$ cat config.mk
export PLATFORM = sky130hd
export DESIGN_NAME = igcr_global_ctrl
export DESIGN_NICKNAME = d
export VERILOG_FILES = /design/src/hdl/igcr_pkg.sv /design/src/hdl/igcr_global_ctrl.sv
export SDC_FILE = /design/constraint.sdc
export NUM_CORES = 1
export LEC_CHECK = 0
export ABC_AREA = 1
export BUFFER_PORTS_ARGS = -buffer_cell sky130_fd_sc_hd__buf_2
export CAP_MARGIN = 20
export CORE_AREA = 10 10 93 95
export CTS_BUF_LIST = sky130_fd_sc_hd__clkbuf_4
export CTS_CLUSTER_SIZE = 40
export DETAILED_ROUTE_END_ITERATION = 8
export DIE_AREA = 0 0 103 105
export PLACE_DENSITY_LB_ADDON = 0.25
export SLEW_MARGIN = 30
export SYNTH_ARGS = -nofsm -noshare
export SYNTH_HDL_FRONTEND = slang
export SYNTH_SLANG_ARGS = --single-unit
export TNS_END_PERCENT = 10
$ cat constraint.sdc
create_clock -name clk -period 2 [get_ports clk]
set_clock_uncertainty 0.15 [all_clocks]
set_input_delay 0.3 -clock clk [delete_from_list [all_inputs] [get_ports clk]]
set_output_delay 0.3 -clock clk [all_outputs]
set_load 0.05 [all_outputs]
$ cat src/hdl/igcr_pkg.sv
// Package for the global control register zero block: layout, resets, encodings
package igcr_pkg;
  localparam int unsigned AW = 4;
  localparam logic [3:0] GC0_ADDR = 4'h0;
  localparam logic [3:0] STAT_ADDR = 4'h4;
  // Field positions
  localparam int unsigned B_WIDE_VMID = 31;
  localparam int unsigned B_HYP_SEL = 30;
  localparam int unsigned B_WA_LO = 26;
  localparam int unsigned B_RA_LO = 24;
  localparam int unsigned B_SH_LO = 22;
  localparam int unsigned B_SMCF = 21;
  localparam int unsigned B_MT_EN = 20;
  localparam int unsigned B_MA_LO = 16;
  localparam int unsigned B_BSU_LO = 14;
  localparam int unsigned B_FB = 13;
  localparam int unsigned B_PTM = 12;
  localparam int unsigned B_VMPNE = 11;
  localparam int unsigned B_USF = 10;
  localparam int unsigned B_GSE = 9;
  localparam int unsigned B_STALL_DISABLE = 8;
  localparam int unsigned B_TR_LO = 6;
  localparam int unsigned B_CFIE = 5;
  localparam int unsigned B_CFRE = 4;
  localparam int unsigned B_EXID = 3;
  localparam int unsigned B_GLOBAL_FAULT_IRQ_EN = 2;
  localparam int unsigned B_GLOBAL_FAULT_ABORT_EN = 1;
  localparam int unsigned B_BYP = 0;
  // Reset value: only client bypass set; unknown fields reset to zero here
  localparam logic [31:0] GC0_RESET = 32'h0000_0001;
  // Two-bit hint encodings
  localparam logic [1:0] HINT_DEFAULT = 2'h0;
  localparam logic [1:0] HINT_RSVD = 2'h1;
  localparam logic [1:0] HINT_FORCE = 2'h2;
  localparam logic [1:0] HINT_NOT = 2'h3;
  localparam logic [1:0] SH_OUTER = 2'h1;
  localparam logic [1:0] SH_INNER = 2'h2;
  localparam logic [1:0] SH_NONE = 2'h3;
  // Context bank type code that carries the hypervisor context bit
  localparam logic [1:0] CB_TYPE_HYP = 2'h1;
  // Fault cause encodings
  typedef enum logic [1:0] {IGCR_F_NONE, IGCR_F_UNID, IGCR_F_CONFLICT} igcr_fault_t;
endpackage : igcr_pkg

$ cat src/hdl/igcr_global_ctrl.sv
// Global control register zero with its bypass and fault policy decode
`timescale 1ns/1ps
// Function
// - VMID width select, reserved if unsupported
// - Hypervisor context type select bit
// - Write allocate hint for bypass traffic
// - Read allocate hint for bypass traffic
// - Shareability override for bypass traffic
// - Multi-match: bypass or conflict fault
// - Memory type override from attribute field
// - Barrier minimum shareability upgrade
// - Force maintenance broadcast to inner domain
// - Private TLB maintenance hint
// - Private VMID namespace hint
// - No match: pass or unidentified fault
// - Global stall enable, writable if supported
// - Stall disable kills stalls, masks global stall
// - Transient hint for bypass traffic
// - Config fault raises interrupt when enabled
// - Config fault returns abort when enabled
// - Extended stream ID format select
// - Global fault interrupt and abort enables
// - Client bypass all, resets to one
module igcr_global_ctrl #(
  parameter bit HAS_WIDE_VMID = 1'b1,
  parameter bit HAS_HYP_EXT = 1'b1,
  parameter bit HAS_ALLOC_CFG = 1'b1,
  parameter bit HAS_SH_CFG = 1'b1,
  parameter bit SMCF_CONFIGURABLE = 1'b1,
  parameter bit SMCF_FIXED_VAL = 1'b0,
  parameter bit HAS_BSU = 1'b1,
  parameter bit HAS_BCAST_TLB = 1'b1,
  parameter bit HAS_GLOBAL_STALL = 1'b1,
  parameter bit HAS_TRANSIENT = 1'b1,
  parameter bit HAS_CFG_FAULT = 1'b1,
  parameter bit HAS_EXT_ID = 1'b1
) (
  input wire logic clk,
  input wire logic arst_n,
  input wire logic [igcr_pkg::AW-1:0] reg_addr,
  input wire logic [31:0] reg_wdata,
  input wire logic reg_wr,
  input wire logic reg_rd,
  output logic [31:0] reg_rdata,
  // Client transaction classification
  input wire logic txn_valid,
  input wire logic txn_no_match,
  input wire logic txn_multi_match,
  input wire logic txn_is_maint,
  input wire logic txn_is_barrier,
  input wire logic global_fault,
  input wire logic config_fault,
  input wire logic ctx_fault,
  input wire logic bcast_tlbi,
  input wire logic bcast_tlbi_has_vmid,
  input wire logic [1:0] cb_type,
  // Decoded policy outputs
  output logic txn_bypass,
  output logic txn_fault,
  output logic [1:0] txn_fault_cause,
  output logic [1:0] wr_alloc_out,
  output logic [1:0] rd_alloc_out,
  output logic [1:0] share_out,
  output logic [1:0] transient_out,
  output logic mem_attr_override,
  output logic [3:0] mem_attr_out,
  output logic [1:0] barrier_domain_out,
  output logic maint_broadcast,
  output logic tlbi_apply,
  output logic ctx_stall,
  output logic global_stall,
  output logic wide_vm_id_enable,
  output logic host_extension_hyp_context,
  output logic extended_stream_id_en,
  output logic fault_irq,
  output logic fault_abort
);

  typedef struct packed {
    logic [31:0] gc0;
    logic [31:0] rdata;
    logic bypass;
    logic fault;
    logic [1:0] cause;
    logic [1:0] wa;
    logic [1:0] ra;
    logic [1:0] sh;
    logic [1:0] tr;
    logic mt;
    logic [3:0] ma;
    logic [1:0] bd;
    logic bcast;
    logic tlbi;
    logic cstall;
    logic gstall;
    logic wide;
    logic e2h;
    logic exid;
    logic irq;
    logic abort;
    logic [1:0] sticky;
  } igcr_state_t;

  igcr_state_t s_q, s_d;
  logic [31:0] wmask;
  logic [31:0] ro_val;
  logic [31:0] view;
  logic stall_disable;

  // Writable bit mask from implemented features
  always_comb begin
    wmask = 32'h0000_0000;
    ro_val = 32'h0000_0000;
    wmask[igcr_pkg::B_WIDE_VMID] = HAS_WIDE_VMID;
    wmask[igcr_pkg::B_HYP_SEL] = HAS_HYP_EXT;
    wmask[igcr_pkg::B_WA_LO +: 2] = {2{HAS_ALLOC_CFG}};
    wmask[igcr_pkg::B_RA_LO +: 2] = {2{HAS_ALLOC_CFG}};
    wmask[igcr_pkg::B_SH_LO +: 2] = {2{HAS_SH_CFG}};
    // may be fixed and ignore writes
    wmask[igcr_pkg::B_SMCF] = SMCF_CONFIGURABLE;
    ro_val[igcr_pkg::B_SMCF] = SMCF_CONFIGURABLE ? 1'b0 : SMCF_FIXED_VAL;
    wmask[igcr_pkg::B_MT_EN] = 1'b1;
    wmask[igcr_pkg::B_MA_LO +: 4] = 4'hf;
    // reads zero when topology lacks it
    wmask[igcr_pkg::B_BSU_LO +: 2] = {2{HAS_BSU}};
    wmask[igcr_pkg::B_FB] = 1'b1;
    wmask[igcr_pkg::B_PTM] = HAS_BCAST_TLB;
    ro_val[igcr_pkg::B_PTM] = ~HAS_BCAST_TLB;
    wmask[igcr_pkg::B_VMPNE] = 1'b1;
    wmask[igcr_pkg::B_USF] = 1'b1;
    wmask[igcr_pkg::B_GSE] = HAS_GLOBAL_STALL;
    wmask[igcr_pkg::B_STALL_DISABLE] = 1'b1;
    wmask[igcr_pkg::B_TR_LO +: 2] = {2{HAS_TRANSIENT}};
    wmask[igcr_pkg::B_CFIE] = HAS_CFG_FAULT;
    wmask[igcr_pkg::B_CFRE] = HAS_CFG_FAULT;
    wmask[igcr_pkg::B_EXID] = HAS_EXT_ID;
    wmask[igcr_pkg::B_GLOBAL_FAULT_IRQ_EN] = 1'b1;
    wmask[igcr_pkg::B_GLOBAL_FAULT_ABORT_EN] = 1'b1;
    wmask[igcr_pkg::B_BYP] = 1'b1;
  end

  // Software-visible view; stall disable masks the global stall bit
  always_comb begin
    stall_disable = s_q.gc0[igcr_pkg::B_STALL_DISABLE];
    view = (s_q.gc0 & wmask) | (ro_val & ~wmask);
    if (stall_disable) begin
      view[igcr_pkg::B_GSE] = 1'b0;
    end
  end

  // Next state: register access and policy decode
  always_comb begin
    s_d = s_q;
    // Writes update only implemented bits
    if (reg_wr && reg_addr == igcr_pkg::GC0_ADDR) begin
      s_d.gc0 = (reg_wdata & wmask) | (s_q.gc0 & ~wmask);
      if (stall_disable || reg_wdata[igcr_pkg::B_STALL_DISABLE]) begin
        s_d.gc0[igcr_pkg::B_GSE] = 1'b0;
      end
    end
    // Read data stands one cycle after the strobe, zero otherwise
    s_d.rdata = 32'h0000_0000;
    if (reg_rd) begin
      case (reg_addr)
        igcr_pkg::GC0_ADDR: s_d.rdata = view;
        igcr_pkg::STAT_ADDR: s_d.rdata = {30'h0000_0000, s_q.sticky};
        default: s_d.rdata = 32'h0000_0000;
      endcase
    end
    // Fault seen history; an event wins over a clearing read
    if (reg_rd && reg_addr == igcr_pkg::STAT_ADDR) begin
      s_d.sticky = 2'h0;
    end
    s_d.sticky = s_d.sticky | {config_fault, global_fault};

    s_d.fault = 1'b0;
    s_d.cause = igcr_pkg::IGCR_F_NONE;
    s_d.bypass = 1'b0;
    if (txn_valid) begin
      if (view[igcr_pkg::B_BYP]) begin
        s_d.bypass = 1'b1;
      end else if (txn_multi_match) begin
        s_d.fault = view[igcr_pkg::B_SMCF];
        s_d.bypass = ~view[igcr_pkg::B_SMCF];
        s_d.cause = view[igcr_pkg::B_SMCF] ? igcr_pkg::IGCR_F_CONFLICT : igcr_pkg::IGCR_F_NONE;
      end else if (txn_no_match) begin
        s_d.fault = view[igcr_pkg::B_USF];
        s_d.bypass = ~view[igcr_pkg::B_USF];
        s_d.cause = view[igcr_pkg::B_USF] ? igcr_pkg::IGCR_F_UNID : igcr_pkg::IGCR_F_NONE;
      end
    end
    // Attribute overrides only for bypassing traffic; reserved code keeps default
    s_d.wa = igcr_pkg::HINT_DEFAULT;
    s_d.ra = igcr_pkg::HINT_DEFAULT;
    s_d.sh = igcr_pkg::HINT_DEFAULT;
    s_d.tr = igcr_pkg::HINT_DEFAULT;
    s_d.mt = 1'b0;
    s_d.ma = 4'h0;
    s_d.bd = 2'h0;
    s_d.bcast = 1'b0;
    if (s_d.bypass) begin
      if (view[igcr_pkg::B_WA_LO +: 2] != igcr_pkg::HINT_RSVD) s_d.wa = view[igcr_pkg::B_WA_LO +: 2];
      if (view[igcr_pkg::B_RA_LO +: 2] != igcr_pkg::HINT_RSVD) s_d.ra = view[igcr_pkg::B_RA_LO +: 2];
      s_d.sh = view[igcr_pkg::B_SH_LO +: 2];
      if (view[igcr_pkg::B_TR_LO +: 2] != igcr_pkg::HINT_RSVD) s_d.tr = view[igcr_pkg::B_TR_LO +: 2];
      s_d.mt = view[igcr_pkg::B_MT_EN];
      s_d.ma = view[igcr_pkg::B_MT_EN] ? view[igcr_pkg::B_MA_LO +: 4] : 4'h0;
      if (txn_is_barrier) s_d.bd = view[igcr_pkg::B_BSU_LO +: 2];
      s_d.bcast = txn_is_maint & view[igcr_pkg::B_FB];
    end
    // hints: private modes may skip system invalidates
    s_d.tlbi = bcast_tlbi & ~view[igcr_pkg::B_PTM] & ~(bcast_tlbi_has_vmid & view[igcr_pkg::B_VMPNE]);
    s_d.gstall = view[igcr_pkg::B_GSE];
    s_d.cstall = ctx_fault & ~stall_disable;
    s_d.wide = view[igcr_pkg::B_WIDE_VMID];
    // context bit meaning for hypervisor banks
    s_d.e2h = (cb_type == igcr_pkg::CB_TYPE_HYP) & view[igcr_pkg::B_HYP_SEL];
    s_d.exid = view[igcr_pkg::B_EXID];
    s_d.irq = (global_fault & view[igcr_pkg::B_GLOBAL_FAULT_IRQ_EN]) | (config_fault & view[igcr_pkg::B_CFIE]);
    s_d.abort = (global_fault & view[igcr_pkg::B_GLOBAL_FAULT_ABORT_EN]) | (config_fault & view[igcr_pkg::B_CFRE]);
  end

  // State register
  always_ff @(posedge clk or negedge arst_n) begin
    if (!arst_n) begin
      s_q <= '0;
      s_q.gc0 <= igcr_pkg::GC0_RESET;
    end else begin
      s_q <= s_d;
    end
  end

  // Outputs straight from flops
  assign reg_rdata = s_q.rdata;
  assign txn_bypass = s_q.bypass;
  assign txn_fault = s_q.fault;
  assign txn_fault_cause = s_q.cause;
  assign wr_alloc_out = s_q.wa;
  assign rd_alloc_out = s_q.ra;
  assign share_out = s_q.sh;
  assign transient_out = s_q.tr;
  assign mem_attr_override = s_q.mt;
  assign mem_attr_out = s_q.ma;
  assign barrier_domain_out = s_q.bd;
  assign maint_broadcast = s_q.bcast;
  assign tlbi_apply = s_q.tlbi;
  assign ctx_stall = s_q.cstall;
  assign global_stall = s_q.gstall;
  assign wide_vm_id_enable = s_q.wide;
  assign host_extension_hyp_context = s_q.e2h;
  assign extended_stream_id_en = s_q.exid;
  assign fault_irq = s_q.irq;
  assign fault_abort = s_q.abort;

endmodule : igcr_global_ctrl

# Word-level counts from Yosys, hierarchy flattened
# Index checks and enable logic that the tools add are counted.
# Widths: inputs -> output; s select.
dict set report totals {
  reg_bits 94
  in_bits 52
  out_inout_bits 60
  wordCells 68
}
dict set report op_classes {
  eq_ne 5
  n_mux 18
  bitwise_logic 19
  n_reduce_logical 4
}
# operator n
set ops {}
lappend ops {{$pmux 32 s2} 1}
lappend ops {{$mux 32} 1}
lappend ops {{$or 32x30->32} 1}
lappend ops {{$mux 16} 1}
lappend ops {{$mux 4} 4}
lappend ops {{$mux 2} 6}
lappend ops {{$and 1x1->1} 10}
lappend ops {{$ne 2x1->1 const B} 3}
lappend ops {{$not 1->1} 5}
lappend ops {{$eq 4x3->1 const B} 1}
lappend ops {{$logic_not 4->1} 1}
lappend ops {{$mux 1} 4}
lappend ops {{$mux 3} 1}
lappend ops {{$eq 2x1->1 const B} 1}
lappend ops {{$logic_and 1x1->1} 2}
lappend ops {{$or 1x1->1} 2}
lappend ops {{$or 2x2->2} 1}
lappend ops {{$logic_or 1x1->1} 1}

# Depth between registers and ports, before layout
dict set report depth {
  depth_word 6
  mapped_depth 6
  mapped_depth_nobuf 5
}

# Worst setup path after synthesis
# Ideal clock, no wire load.
dict set report synth_path {
  path_type {reg2reg}
  start {register s_q[62] in the netlist's numbering}
  end {register s_q (netlist bit mem_attr_out[1])}
  setup_ns 0.071
  arrival_ns 0.913
  required_ns 1.779
  slack_ns 0.865
  path_stages_with_launch 6
  n_path_buf 1
  synth_period_minus_slack_ns 1.135
  path_cell_list {dfstp_2 a21oi_1 nand2_1 nand2_2 buf_6 nor2_1}
}
# item line
set synth_lines {}
lappend synth_lines {{from (decl)} igcr_global_ctrl.sv:104} ;# igcr_state_t s_q, s_d;

# Worst setup path in the final report
dict set report layout_path {
  start {register s_q (netlist bit txn_fault_cause[0])}
  end {output port txn_fault_cause[0]}
}
# item line
set layout_lines {}
lappend layout_lines {{to (decl)} igcr_global_ctrl.sv:60} ;# output logic [1:0] txn_fault_cause,
# No word-level cell between the ends.

==> flow_summary_export.csv <==
group,metric,value,unit
status,status,"finished clean",
yosys,synth_top_family_by_area,"buffers and inverters",
timing,slew_viol_final,0,
setup_path,reg2reg_to,"tlbi_apply$_DFF_PN0_",
setup_path,worstReg2RegStart,"s_q[74]$_DFFE_PN0P_",
floorplanning,rows,30,
yosys,synth_mux_area_share,0,%
floorplanning,start_util,55.4,%
cts,path_clk_slew,130,ps
yosys,synth_most_common_cell,"dfrtp_1",
yosys,syn_area,3740,sq um
yosys,synth_edf_count,0,
pwr,p_per_area,852,nW/um^2
flow_run,cap_violations,0,
cells_and_area,fin_nets,522,
cells_and_area,num_antenna_cells,0,
setup_path,worst-path-buf-inv,1,
cts,cts_setup_buffers,0,
floorplanning,ios,112,
routing,vias,2446,
yosys,synth_top_area_share,59.5,%
yosys,ys_seq_area_share,60.2,%
global_routing,grt_max_degree,40,
timing,finalCritPeriodShare,74.7,%
setup_path,end_kind,"output pin",
cts,cts_tree,"yes",
cts,cts_sinks,90,
yosys,yosys.area_share.adder,0,%
timing,hold_viol,0,
timing,holdWs,55.7,ps
routing,drtIter0Drc,80,
global_routing,grt.total_usage,14.2,%
setup_path,critical_path_arrival,1040,ps
worst_hold_path,whs_path_depth,3,
yosys,ys_top_cells_by_count,"89 x dfrtp_1, 65 x inv_1, 49 x nand2_1, 49 x nor2_1, 48 x buf_4",
placed_design,io_buffers,107,
yosys,synth_cells,361,
setup_path,timing.critical_path.slowest_cell_delay,370,ps
setup_path,worstPathCellList,"buf_2",
worst_hold_path,hold_path.class,"input pin to flop",
yosys,yosys_register_bits,90,
cts,h-tree-depth,3,
global_routing,first_global_vias,2562,
cts,root_buffer,"clkbuf_4",
cts,clk_latency,420,ps
yosys,yosys-top-cells-area,"dfrtp_1 59%, buf_4 9.6%, o21ai_2 7.5%",
timing,period_needed,1490,ps
routing,firstDrtPassIters,4,
timing,tightest_slew,505,ps
pwr,power_frac_comb,20.5,%
timing,finalSetupTns,0,ps
setup_path,crit_family,"flip-flops",
routing,vias_per_cell,4.41,
yosys,yosys.cell_types.count,19,
worst_hold_path,holdCritStartpoint,"reg_rd",
routing,ant_nets,0,
setup_path,rrSetupSlack,640,ps
pwr,total_power,0.00387,W
global_routing,antenna_found_initial,0,
setup_path,start_kind,"flop",
yosys,synth_simple_gate_area_share,12.3,%
yosys,synth-xor-area-share,0,%
pwr,seq_power_share,54.5,%
yosys,syn_avg_cell_area,10.4,sq um
yosys,yosys_warnings,0,
pwr,p_clk_share,24.9,%
floorplanning,fp.dieW,103,um
setup_path,reg2reg_depth,4,
floorplanning,die_area,10800,sq um
pwr,internal_power,0.00266,W
cells_and_area,drive_above_1_share,34.9,%
cells_and_area,area_growth,21.3,%
routing,wl_per_cell,13.3,um
pwr,p_sw,0.00121,W
cts,numCtsBuffers,9,
setup_path,cp.required,1550,ps
setup_path,worstSetupPathType,"flop to output pin",
routing,wl,7390,um
yosys,ys_async_sr_fraction,100,%
floorplanning,core_region_area,6760,sq um
placed_design,globalplace.congestion,0.749,
global_routing,overflow,0,
routing,drc_errors,0,
pwr,p_leak,2.58,nW
cts,clockBufferDepth,2,
timing,slew_headroom,66.4,%
global_routing,grt_pass1_wl,12100,um
yosys,synth_compound_area_share,8.22,%
placed_design,dp_hpwl,5180,um
pwr,peakVddDrop,0.528,mV
worst_hold_path,holdPathEnd,"reg_rdata[1]$_DFF_PN0_",
setup_path,cp_max_fo,1,
timing,rsz0062_at_grt,"false",
cells_and_area,fillers,545,
floorplanning,die_height,105,um
pwr,sw_frac_of_total,31.4,%
timing,fmax,670,MHz
setup_path,critPathSlowestCell,"dfrtp_1",
yosys,synth_area_leader_cell,"dfrtp_1",
yosys,synth_ff_type,"dfrtp_1",
timing,setup_violations,0,
worst reg2reg max path, delay by kind of cell (launching register included):
family	cells	cell delay [ps]
AO/OA/AOI/OAI	1	90
flip-flops	1	400
AND/OR/NAND/NOR	1	50
buffers and inverters	2	610
how the worst max path moves through the flow:
stage,from,end,slack [ps],depth (start not counted)
global placement,reg_addr[3],reg_rdata[6]$_DFF_PN0_,530,5
global route,txn_fault_cause[0]$_DFF_PN0_,txn_fault_cause[0],420,1
floorplan,s_q[62]$_DFFE_PN1P_,mem_attr_out[1]$_DFF_PN0_,870,5
finish,txn_fault_cause[0]$_DFF_PN0_,txn_fault_cause[0],510,1
CTS,reg_rdata[10]$_DFF_PN0_,reg_rdata[10],450,1
detailed placement,reg_addr[3],reg_rdata[14]$_DFF_PN0_,480,5
per-layer routing:
layer	track usage (%)	share of wire (%)
met4	5.96	1.3
met1	15.3	40
met3	4.41	7.1
met5	0	0
met2	24.7	52
stage by stage:
step	instance area [sq um]	utilization, %	instances	worst slack (ps)
after floorplan	3750	-	362	865
after global placement	3980	58.8	496	528
after detailed placement	3980	58.8	496	480
after CTS	4540	67.2	555	449
after global routing	4540	67.2	555	418
final	4540	67.2	555	507
cell families after synthesis:
logic type,after synthesis
buffers and inverters,123
AND/OR/NAND/NOR,110
flip-flops,90
AO/OA/AOI/OAI,37
other,1
repair_timing:
item,4_1_cts,5_1_grt
hold endpoints to repair,79,0
hold buffers,43,0
resized for setup,0,0
power groups by stage:
stage / Combinational (W) / Sequential, W / Clock (W)
3_5_place_dp: 0.000734 / 0.00215 / 0
3_3_place_gp: 0.000718 / 0.00214 / 0
4_1_cts: 0.000805 / 0.00211 / 0.00102
6_report: 0.000795 / 0.00211 / 0.000964
2_1_floorplan: 0.000458 / 0.00224 / 0
5_1_grt: 0.000876 / 0.00214 / 0.00109
state kept, by name, summed over array words and instances (netlist names), 2 cells and up:
| name | count |
|---|---|
| reg_rdata | 30 |
| s_q | 30 |
| mem_attr_out | 4 |
| barrier_domain_out | 2 |
| rd_alloc_out | 2 |
| s_d | 2 |
| share_out | 2 |
| transient_out | 2 |
| txn_fault_cause | 2 |
| wr_alloc_out | 2 |
cells in the final DEF (no fill, tap or decap):
cell type	instances
a21oi_1	3
buf_12	2
buf_2	106
buf_4	4
bufinv_16	1
clkbuf_4	9
clkinv_1	1
clkinv_2	2
clkinv_4	1
clkinvlp_4	1
conb_1	2
dfrtp_1	89
dfstp_2	1
dlygate4sd3_1	43
inv_1	65
inv_6	1
nand2_1	49
nand2_2	1
nand3_1	4
nand3_2	1
nand3_4	1
nand4_1	2
nor2_1	49
nor2_2	1
nor2_4	1
nor3_2	1
o21ai_2	32
o22ai_1	2
final cells by class:
type	count	area, sq um	share of cell area (%)
Inverter	65	244	5.37
Sequential cell	90	2250	49.6
Timing Repair Buffer	155	1030	22.7
Clock inverter	7	68.8	1.52
Tap cell	80	100	2.20
Clock buffer	9	67.6	1.49
Multi-Input combinational cell	149	777	17.1
No activity file was read; power rests on OpenSTA's default activity.
